File: config.mk
export PLATFORM = sky130hd
export DESIGN_NAME = bms_boot_ctrl
export DESIGN_NICKNAME = d
export VERILOG_FILES = /design/src/bms_pkg.sv /design/src/bms_tmr_if.sv /design/src/bms_timer.sv /design/src/bms_boot_ctrl.sv
export SDC_FILE = /design/constraint.sdc
export NUM_CORES = 1
export LEC_CHECK = 0
export BUFFER_PORTS_ARGS = -buffer_cell sky130_fd_sc_hd__buf_2
export CAP_MARGIN = 25
export CORE_MARGIN = 2
export CORE_UTILIZATION = 45
export DETAILED_ROUTE_END_ITERATION = 6
export PLACE_DENSITY_LB_ADDON = 0.12
export SLEW_MARGIN = 20
export SYNTH_ARGS = -nofsm -noshare
export SYNTH_HDL_FRONTEND = slang
export SYNTH_SLANG_ARGS = --single-unit
File: constraint.sdc
create_clock -name CLK_SYS_I -period 2.95 [get_ports CLK_SYS_I]
set_clock_uncertainty 0.05 [all_clocks]
set_input_delay 0.4425 -clock CLK_SYS_I [delete_from_list [all_inputs] [get_ports CLK_SYS_I]]
set_output_delay 0.4425 -clock CLK_SYS_I [all_outputs]
set_load 0.01 [all_outputs]
File: src/bms_pkg.sv
package bms_pkg;
    // System clock rate
    localparam int unsigned CLK_HZ = 10_000_000;
    // Restart delay after reset release, in milliseconds
    localparam int unsigned T_RESTART_MS = 3;
    // Short serial window, in milliseconds
    localparam int unsigned T_SER_SHORT_MS = 100;
    // Long serial window, in seconds
    localparam int unsigned T_SER_LONG_S = 60;
    // Derived cycle counts (all three become top parameters)
    localparam logic [31:0] RESTART_CYC = 32'(T_RESTART_MS * (CLK_HZ / 1000));
    localparam logic [31:0] SER_SHORT_CYC = 32'(T_SER_SHORT_MS * (CLK_HZ / 1000));
    localparam logic [31:0] SER_LONG_CYC = 32'(64'(T_SER_LONG_S) * 64'(CLK_HZ));
    // Cycles a probe level is driven, then left to settle
    localparam logic [31:0] PROBE_CYC = 32'h0000_0004;
    // Boot memory: 16 MB addressed bytewise
    localparam int unsigned FLASH_MBYTES = 16;
    localparam int unsigned FLASH_ADDR_W = 24;
    localparam logic [FLASH_ADDR_W-1:0] FLASH_LAST_ADDR =
        FLASH_ADDR_W'(FLASH_MBYTES * 1024 * 1024 - 1);
    // Timer load width
    localparam int unsigned TMR_W = 32;

    // Boot sequencer states
    typedef enum logic [3:0] {
        ST_HOLD,
        ST_DRV_LO,
        ST_REL_LO,
        ST_DRV_HI,
        ST_REL_HI,
        ST_DECIDE,
        ST_SER_SHORT,
        ST_FLASH,
        ST_CARD,
        ST_SER_LONG,
        ST_RUN,
        ST_SHUTDOWN
    } bms_state_t;
endpackage

File: src/bms_tmr_if.sv
`timescale 1ns/100ps
interface bms_tmr_if;
    import bms_pkg::*;
    logic start;
    logic [TMR_W-1:0] load;
    logic expired;
    logic busy;
    modport owner (output start, output load, input expired, input busy);
    modport timer (input start, input load, output expired, output busy);
endinterface

File: src/bms_timer.sv
`timescale 1ns/100ps
module bms_timer (
    // Clock and reset
    input wire logic clk_i,
    input wire logic rst_n_i,
    // Control from the sequencer
    bms_tmr_if.timer tmr
);
    import bms_pkg::*;

    logic [TMR_W-1:0] count_r;
    logic busy_r;
    logic expired_r;

    ////////////////////////////////////////////////////////////////////////
    // Down counter; expired pulses `load` cycles after the start edge
    always_ff @(posedge clk_i or negedge rst_n_i) begin
        if (!rst_n_i) begin
            count_r <= '0;
            busy_r <= 1'b0;
            expired_r <= 1'b0;
        end else begin
            expired_r <= 1'b0;
            if (tmr.start) begin
                // A restart discards any window still running
                count_r <= tmr.load;
                busy_r <= 1'b1;
            end else if (busy_r) begin
                if (count_r <= TMR_W'(1)) begin
                    busy_r <= 1'b0;
                    expired_r <= 1'b1;
                end else begin
                    count_r <= count_r - TMR_W'(1);
                end
            end
        end
    end

    assign tmr.expired = expired_r;
    assign tmr.busy = busy_r;
endmodule

File: src/bms_boot_ctrl.sv
`timescale 1ns/100ps
// Notes on behaviour
// Every reset reruns switch evaluation and boot.
// All off, no card: 60 s serial.
// Up on, down off: 60 s serial only.
// Flash only: 100 ms serial, flash, 60 s.
// Flash and down: flash only, else shutdown.
// All off, card present: card, then 60 s.
// Down only: card only, else shutdown.
// Up pulls sense pin high, down low.
// Host never sets up and down together.
// Card pins: datain/detect, dataout, select, clock.
// Boot memory is SPI, 16 MB.
// LED lights while its pin is high.
// LED power switch gates both LEDs.
// Software must give LED pins defined levels.
// Reset floats pins; restart 3 ms later.
// Switches sampled once; pins freed after boot.
module bms_boot_ctrl #(
    parameter logic [31:0] RESTART_CYC_P = bms_pkg::RESTART_CYC,
    parameter logic [31:0] SER_SHORT_CYC_P = bms_pkg::SER_SHORT_CYC,
    parameter logic [31:0] SER_LONG_CYC_P = bms_pkg::SER_LONG_CYC
) (
    // Clock and reset
    input wire logic CLK_SYS_I,
    input wire logic RST_N_I,
    // Configuration switches (asynchronous)
    input wire logic FLASH_SW_I,
    input wire logic LED_PWR_SW_I,
    // Shared boot sense pin, also card data-out
    input wire logic BOOT_SENSE_I,
    output logic BOOT_SENSE_O,
    output logic BOOT_SENSE_OE_O,
    // Card data-in and card detect pin
    input wire logic CARD_DATAIN_DETECT_I,
    output logic CARD_DATAIN_DETECT_O,
    output logic CARD_DATAIN_DETECT_OE_O,
    // Card select and clock pins
    output logic CARD_SELECT_N_O,
    output logic CARD_SELECT_OE_O,
    output logic CARD_CLOCK_O,
    output logic CARD_CLOCK_OE_O,
    // Loader drive for card pins (same clock)
    input wire logic LDR_CARD_DATAIN_I,
    input wire logic LDR_CARD_SELECT_N_I,
    input wire logic LDR_CARD_CLOCK_I,
    output logic CARD_DATAOUT_O,
    // Loader handshakes (same clock)
    input wire logic FLASH_OK_I,
    input wire logic FLASH_FAIL_I,
    input wire logic CARD_OK_I,
    input wire logic CARD_FAIL_I,
    input wire logic SER_LOADED_I,
    output logic FLASH_REQ_O,
    output logic [bms_pkg::FLASH_ADDR_W-1:0] FLASH_LAST_ADDR_O,
    output logic CARD_REQ_O,
    output logic SER_WIN_O,
    // Status
    output logic CORE_EN_O,
    output logic BOOT_PINS_OWNED_O,
    output logic BOOT_DONE_O,
    output logic SHUTDOWN_O,
    output bms_pkg::bms_state_t STATE_O,
    // LED pins in, LED drive out
    input wire logic LED_PIN_A_I,
    input wire logic LED_PIN_B_I,
    output logic LED_A_O,
    output logic LED_B_O
);
    import bms_pkg::*;

    bms_tmr_if tmr ();

    bms_timer u_timer (
        .clk_i (CLK_SYS_I),
        .rst_n_i (RST_N_I),
        .tmr (tmr)
    );

    ////////////////////////////////////////////////////////////////////////
    // Two-flop synchronisers for all pin inputs
    localparam int NSYNC = 6;
    logic [NSYNC-1:0] sync1_r;
    logic [NSYNC-1:0] sync2_r;

    always_ff @(posedge CLK_SYS_I or negedge RST_N_I) begin
        if (!RST_N_I) begin
            sync1_r <= '0;
            sync2_r <= '0;
        end else begin
            sync1_r <= {FLASH_SW_I, LED_PWR_SW_I, BOOT_SENSE_I,
                        CARD_DATAIN_DETECT_I, LED_PIN_A_I, LED_PIN_B_I};
            sync2_r <= sync1_r;
        end
    end

    logic flash_sw_s;
    logic led_pwr_s;
    logic sense_s;
    logic detect_s;
    logic led_a_s;
    logic led_b_s;
    assign {flash_sw_s, led_pwr_s, sense_s, detect_s, led_a_s, led_b_s} = sync2_r;

    ////////////////////////////////////////////////////////////////////////
    // Selection table; both up and down on is the host's fault and
    // is resolved as up, the safe serial-only choice
    function automatic bms_state_t first_step(input logic flash, input logic up,
                                              input logic down, input logic card);
        if (up)
            return ST_SER_LONG;
        else if (flash && !down)
            return ST_SER_SHORT;
        else if (flash)
            return ST_FLASH;
        else if (down)
            return ST_CARD;
        else if (card)
            return ST_CARD;
        else
            return ST_SER_LONG;
    endfunction

    ////////////////////////////////////////////////////////////////////////
    // Sequencer state and captured selection
    bms_state_t state_r;
    logic sel_flash_r;
    logic sel_up_r;
    logic sel_down_r;
    logic sel_card_r;
    logic tmr_start_r;
    logic [TMR_W-1:0] tmr_load_r;

    assign tmr.start = tmr_start_r;
    assign tmr.load = tmr_load_r;

    // Main sequence; a reset always lands back in ST_HOLD
    always_ff @(posedge CLK_SYS_I or negedge RST_N_I) begin
        if (!RST_N_I) begin
            state_r <= ST_HOLD;
            tmr_start_r <= 1'b1;
            tmr_load_r <= RESTART_CYC_P;
        end else begin
            tmr_start_r <= 1'b0;
            unique case (state_r)
                ST_HOLD: begin
                    // Cores wait out the restart delay
                    if (tmr.expired) begin
                        state_r <= ST_DRV_LO;
                        tmr_start_r <= 1'b1;
                        tmr_load_r <= PROBE_CYC;
                    end
                end
                ST_DRV_LO, ST_REL_LO, ST_DRV_HI: begin
                    if (tmr.expired) begin
                        state_r <= bms_state_t'(state_r + 4'h1);
                        tmr_start_r <= 1'b1;
                        tmr_load_r <= PROBE_CYC;
                    end
                end
                ST_REL_HI: begin
                    if (tmr.expired)
                        state_r <= ST_DECIDE;
                end
                ST_DECIDE: begin
                    state_r <= first_step(sel_flash_r, sel_up_r, sel_down_r, sel_card_r);
                    tmr_start_r <= 1'b1;
                    tmr_load_r <= (sel_flash_r && !sel_up_r && !sel_down_r) ?
                                  SER_SHORT_CYC_P : SER_LONG_CYC_P;
                end
                ST_SER_SHORT: begin
                    // Code that arrives in the short window wins over flash
                    if (SER_LOADED_I)
                        state_r <= ST_RUN;
                    else if (tmr.expired)
                        state_r <= ST_FLASH;
                end
                ST_FLASH: begin
                    if (FLASH_OK_I) begin
                        state_r <= ST_RUN;
                    end else if (FLASH_FAIL_I) begin
                        state_r <= sel_down_r ? ST_SHUTDOWN : ST_SER_LONG;
                        tmr_start_r <= 1'b1;
                        tmr_load_r <= SER_LONG_CYC_P;
                    end
                end
                ST_CARD: begin
                    if (CARD_OK_I) begin
                        state_r <= ST_RUN;
                    end else if (CARD_FAIL_I) begin
                        state_r <= sel_down_r ? ST_SHUTDOWN : ST_SER_LONG;
                        tmr_start_r <= 1'b1;
                        tmr_load_r <= SER_LONG_CYC_P;
                    end
                end
                ST_SER_LONG: begin
                    // An empty long window ends in shutdown
                    if (SER_LOADED_I)
                        state_r <= ST_RUN;
                    else if (tmr.expired)
                        state_r <= ST_SHUTDOWN;
                end
                ST_RUN, ST_SHUTDOWN: begin
                    state_r <= state_r;
                end
                default: begin
                    state_r <= ST_SHUTDOWN;
                end
            endcase
        end
    end

    ////////////////////////////////////////////////////////////////////////
    // Switch capture: sense pin read once after each released probe
    always_ff @(posedge CLK_SYS_I or negedge RST_N_I) begin
        if (!RST_N_I) begin
            sel_flash_r <= 1'b0;
            sel_up_r <= 1'b0;
            sel_down_r <= 1'b0;
            sel_card_r <= 1'b0;
        end else if (tmr.expired) begin
            // Pull-up holds the pin high after a low drive
            if (state_r == ST_REL_LO) begin
                sel_up_r <= sense_s;
                sel_flash_r <= flash_sw_s;
                sel_card_r <= detect_s;
            end
            // Pull-down holds it low after a high drive
            if (state_r == ST_REL_HI)
                sel_down_r <= !sense_s;
        end
    end

    ////////////////////////////////////////////////////////////////////////
    // Pin drive; everything floats in reset and after boot
    logic card_phase;
    assign card_phase = (state_r == ST_CARD);

    always_ff @(posedge CLK_SYS_I or negedge RST_N_I) begin
        if (!RST_N_I) begin
            BOOT_SENSE_O <= 1'b0;
            BOOT_SENSE_OE_O <= 1'b0;
            CARD_DATAIN_DETECT_O <= 1'b0;
            CARD_DATAIN_DETECT_OE_O <= 1'b0;
            CARD_SELECT_N_O <= 1'b1;
            CARD_SELECT_OE_O <= 1'b0;
            CARD_CLOCK_O <= 1'b0;
            CARD_CLOCK_OE_O <= 1'b0;
            CARD_DATAOUT_O <= 1'b0;
        end else begin
            BOOT_SENSE_O <= (state_r == ST_DRV_HI);
            BOOT_SENSE_OE_O <= (state_r == ST_DRV_LO) || (state_r == ST_DRV_HI);
            CARD_DATAIN_DETECT_O <= LDR_CARD_DATAIN_I;
            CARD_DATAIN_DETECT_OE_O <= card_phase;
            CARD_SELECT_N_O <= card_phase ? LDR_CARD_SELECT_N_I : 1'b1;
            CARD_SELECT_OE_O <= card_phase;
            CARD_CLOCK_O <= card_phase & LDR_CARD_CLOCK_I;
            CARD_CLOCK_OE_O <= card_phase;
            // Card answers on the sense pin while the card boots
            CARD_DATAOUT_O <= card_phase & sense_s;
        end
    end

    ////////////////////////////////////////////////////////////////////////
    // Status and loader requests, all registered
    always_ff @(posedge CLK_SYS_I or negedge RST_N_I) begin
        if (!RST_N_I) begin
            FLASH_REQ_O <= 1'b0;
            FLASH_LAST_ADDR_O <= '0;
            CARD_REQ_O <= 1'b0;
            SER_WIN_O <= 1'b0;
            CORE_EN_O <= 1'b0;
            BOOT_PINS_OWNED_O <= 1'b0;
            BOOT_DONE_O <= 1'b0;
            SHUTDOWN_O <= 1'b0;
            STATE_O <= ST_HOLD;
        end else begin
            FLASH_REQ_O <= (state_r == ST_FLASH);
            FLASH_LAST_ADDR_O <= FLASH_LAST_ADDR;
            CARD_REQ_O <= card_phase;
            SER_WIN_O <= (state_r == ST_SER_SHORT) || (state_r == ST_SER_LONG);
            CORE_EN_O <= (state_r != ST_HOLD) && (state_r != ST_SHUTDOWN);
            BOOT_PINS_OWNED_O <= (state_r != ST_HOLD) && (state_r != ST_RUN)
                                 && (state_r != ST_SHUTDOWN);
            BOOT_DONE_O <= (state_r == ST_RUN);
            SHUTDOWN_O <= (state_r == ST_SHUTDOWN);
            STATE_O <= state_r;
        end
    end

    ////////////////////////////////////////////////////////////////////////
    // LED buffer: only reads the pins, never loads them
    always_ff @(posedge CLK_SYS_I or negedge RST_N_I) begin
        if (!RST_N_I) begin
            LED_A_O <= 1'b0;
            LED_B_O <= 1'b0;
        end else begin
            LED_A_O <= led_pwr_s & led_a_s;
            LED_B_O <= led_pwr_s & led_b_s;
        end
    end
endmodule

==> results.sh <==
export IMPL_grt_pass1_vias=3127
export IMPL_synth_most_common_cell="dfrtp_1"
export IMPL_clock_power_share_pct=40.6
export IMPL_powerDensity_nw_per_um2=434
export IMPL_crit_fanout=12
export IMPL_status="finished, final reports clean"
export IMPL_clockBufferDepth=2
export IMPL_grt_first_pass_wirelength_um=15600
export IMPL_cts_hold_buffers=1
export IMPL_clk_latency_ns=0.36
export IMPL_post_route_period_util_pct=86.2
export IMPL_p_switching_mw=0.533
export IMPL_max_slew_worst_pin_slew_ns=0.904
export IMPL_ys_warn_count=0
export IMPL_drtPass1Iterations=4
export IMPL_hold_depth=1
export IMPL_ir_drop_v=0.000298
export IMPL_cts_buffers=9
export IMPL_post_cts_buffers=0
export IMPL_area_delta_synth_final_pct=11.6
export IMPL_synth_cell_type_count=70
export IMPL_ys_seq_area_share_pct=49.0
export IMPL_setup_viol=0
export IMPL_maxSlewHeadroom_pct=39.6
export IMPL_fmax_mhz=393
export IMPL_h_tree_depth=3
export IMPL_antenna_left=0
export IMPL_design_area_um2=4690
export IMPL_hold_viol=0
export IMPL_cp_data_arrival_time_ns=2.75
export IMPL_drv_cap=0
export IMPL_cts_root_buf="clkbuf_8"
export IMPL_end_kind="flop"
export IMPL_die_w_um=101
export IMPL_place_hpwl_um=6480
export IMPL_synth_common_cells="dfrtp_1, a21oi_1, buf_4"
export IMPL_grt_overflow=0
export IMPL_hp_class="primary input to flop"
export IMPL_max_stage_delay_ns=0.64
export IMPL_grt_total_usage_pct=19.5
export IMPL_yosysTopAreaCellShare_pct=45.9
export IMPL_ys_async_sr_fraction_pct=100
export IMPL_diodes=0
export IMPL_start_util_pct=45.9
export IMPL_dpl_cell_area_um2=4470
export IMPL_vias=3206
export IMPL_path_class="flop to flop"
export IMPL_ys_ff_latch=82
export IMPL_core_um2=9150
export IMPL_power_leakage_nw=2.11
export IMPL_io_pins=62
export IMPL_required_ns=3.16
export IMPL_viasPerCell=5.64
export IMPL_synth_area_leaders="dfrtp_1, buf_4, a21oi_1"
export IMPL_r2r_cells=5
export IMPL_comb_power_share_pct=3.3
export IMPL_numPortBuffers=61
export IMPL_drc=0
export IMPL_rows=35
export IMPL_antenna_found_initial=0
export IMPL_cts_sinks=82
export IMPL_switching_share_pct=26.2
export IMPL_rsz0062_at_grt="false"
export IMPL_yosys_area_top_type="dfrtp_1"
export IMPL_cts_tree="done"
export IMPL_ys_flop_type="dfrtp_1"
export IMPL_dieArea_um2=10100
export IMPL_ctsResizeCount=0
export IMPL_drt_wl_total_um=9160
export IMPL_drive_gt1_share_pct=26.9
export IMPL_clkSlewWorstSetupHoldPaths_ns=0.10
export IMPL_seqPwrFrac_pct=56.1
export IMPL_grt_max_degree=45
export IMPL_nets=474
export IMPL_fin_crit_ns=2.54
export IMPL_synth_avg_cell_area_um2=10.2
export IMPL_netlist_area_um2=4200
export IMPL_synth_fp_nets=433
export IMPL_intPower_mw=1.50
export IMPL_wl_per_cell_um=16.1
export IMPL_netlist_instances=411
export IMPL_drtIter0Drc=189
export IMPL_start_kind="flop"
export IMPL_drv_slew=0
export IMPL_slowest_stage="or4_4"
export IMPL_tns_ns=0
export IMPL_synth_edf_count=0
export IMPL_die_h_um=101
export IMPL_crit_chain="or3_4, or4_4, a211o_1, nor4_2, mux2_1"
export IMPL_gp_congestion=0.821
-- path summary, 6_finish.rpt --
path / startpoint / endpoint / slack [ns]
hold reg to reg: sync1_r[1] / sync2_r[1] / 0.31
setup / recovery: u_timer.count_r[10] / u_timer.count_r[28] / 0.41
min in group asynchronous: RST_N_I / u_timer.count_r[25] / 0.52
hold / removal: LDR_CARD_DATAIN_I / CARD_DATAIN_DETECT_O / 0.12
setup reg to reg: u_timer.count_r[10] / u_timer.count_r[28] / 0.41
max in group asynchronous: RST_N_I / CARD_SELECT_N_O / 1.67
-- critical path: cells and delay by family (launching register included) --
kind,cells,cell delay [ns]
compound gates,1,0.35
flops,1,0.42
mux,1,0.34
simple gates,3,1.27
-- registers in the layout, indices dropped and copies added (netlist names), 4 cells and up --
signal / cells
state_r: 4
tmr.load: 7
sync2_r: 6
u_timer.count_r: 32
sync1_r: 6
STATE_O: 4
-- kinds of logic (layout without fill, tap and decap cells) --
kind of cell    count (synthesis)  in the layout  share of synthesized area (%)
compound gates                 95             95                           15.6
fa+ha+maj                       6              6                           1.79
other cells                     1              1                         0.0893
flops                          82             82                           49.0
mux                            10             10                           2.62
xor+xnor                        5              5                           1.04
simple gates                  153            153                           22.0
buf+inv                        59            105                           7.89
-- layer usage --
layer	track usage [%]	wire, um
met1	27.0	4320
met2	30.1	4290
met3	3.12	364
met4	8.85	190
met5	0	0
-- metrics by stage --
stage | util, % | worst slack [ns] | std cells | power, mW | hold slack [ns]
finish | 51.2 | 0.407 | 568 | 2.03 | 0.122
CTS | 51.2 | 0.418 | 568 | 2.06 | 0.110
floorplan | - | 0.593 | 411 | 1.20 | 0.0969
global route | 51.2 | 0.319 | 568 | 2.11 | 0.102
global placement | 48.8 | 0.450 | 551 | 1.23 | 0.282
detailed placement | 48.8 | 0.436 | 551 | 1.23 | 0.286
-- final cells by class --
class                           instances  area, um2
Clock inverter                          7       81.3
Fill cell                             854       4470
Inverter                               16       60.1
Sequential cell                        82       2060
Tap cell                              111        139
Multi-Input combinational cell        270       1810
Clock buffer                            9        124
Timing Repair Buffer                   73        413
-- placed cells by master, fill, tap and decap left out, drive strengths merged, types with 4 or more instances in the layout --
| cell type | instances |
|---|---|
| nor3 | 14 |
| o31ai | 7 |
| a211oi | 4 |
| nor2b | 7 |
| mux2 | 8 |
| buf | 72 |
| or4 | 9 |
| nand3 | 12 |
| ha | 6 |
| inv | 20 |
| or3 | 11 |
| nor2 | 27 |
| dfrtp | 77 |
| nand4 | 4 |
| nand2 | 25 |
| dfstp | 5 |
| nor4 | 10 |
| a21oi | 27 |
| clkbuf | 9 |
| o21ai | 15 |
| nand3b | 7 |
| and2 | 11 |
| nand2b | 6 |
-- power by group through the flow --
stage	Combinational [mW]	Sequential (mW)	Clock [mW]
finish	0.0673	1.14	0.824
global route	0.0773	1.14	0.892
CTS	0.0704	1.14	0.852
detailed placement	0.0694	1.16	0
global placement	0.0687	1.16	0
floorplan	0.0346	1.16	0
Note: power is estimated with default switching activity, not from simulation.
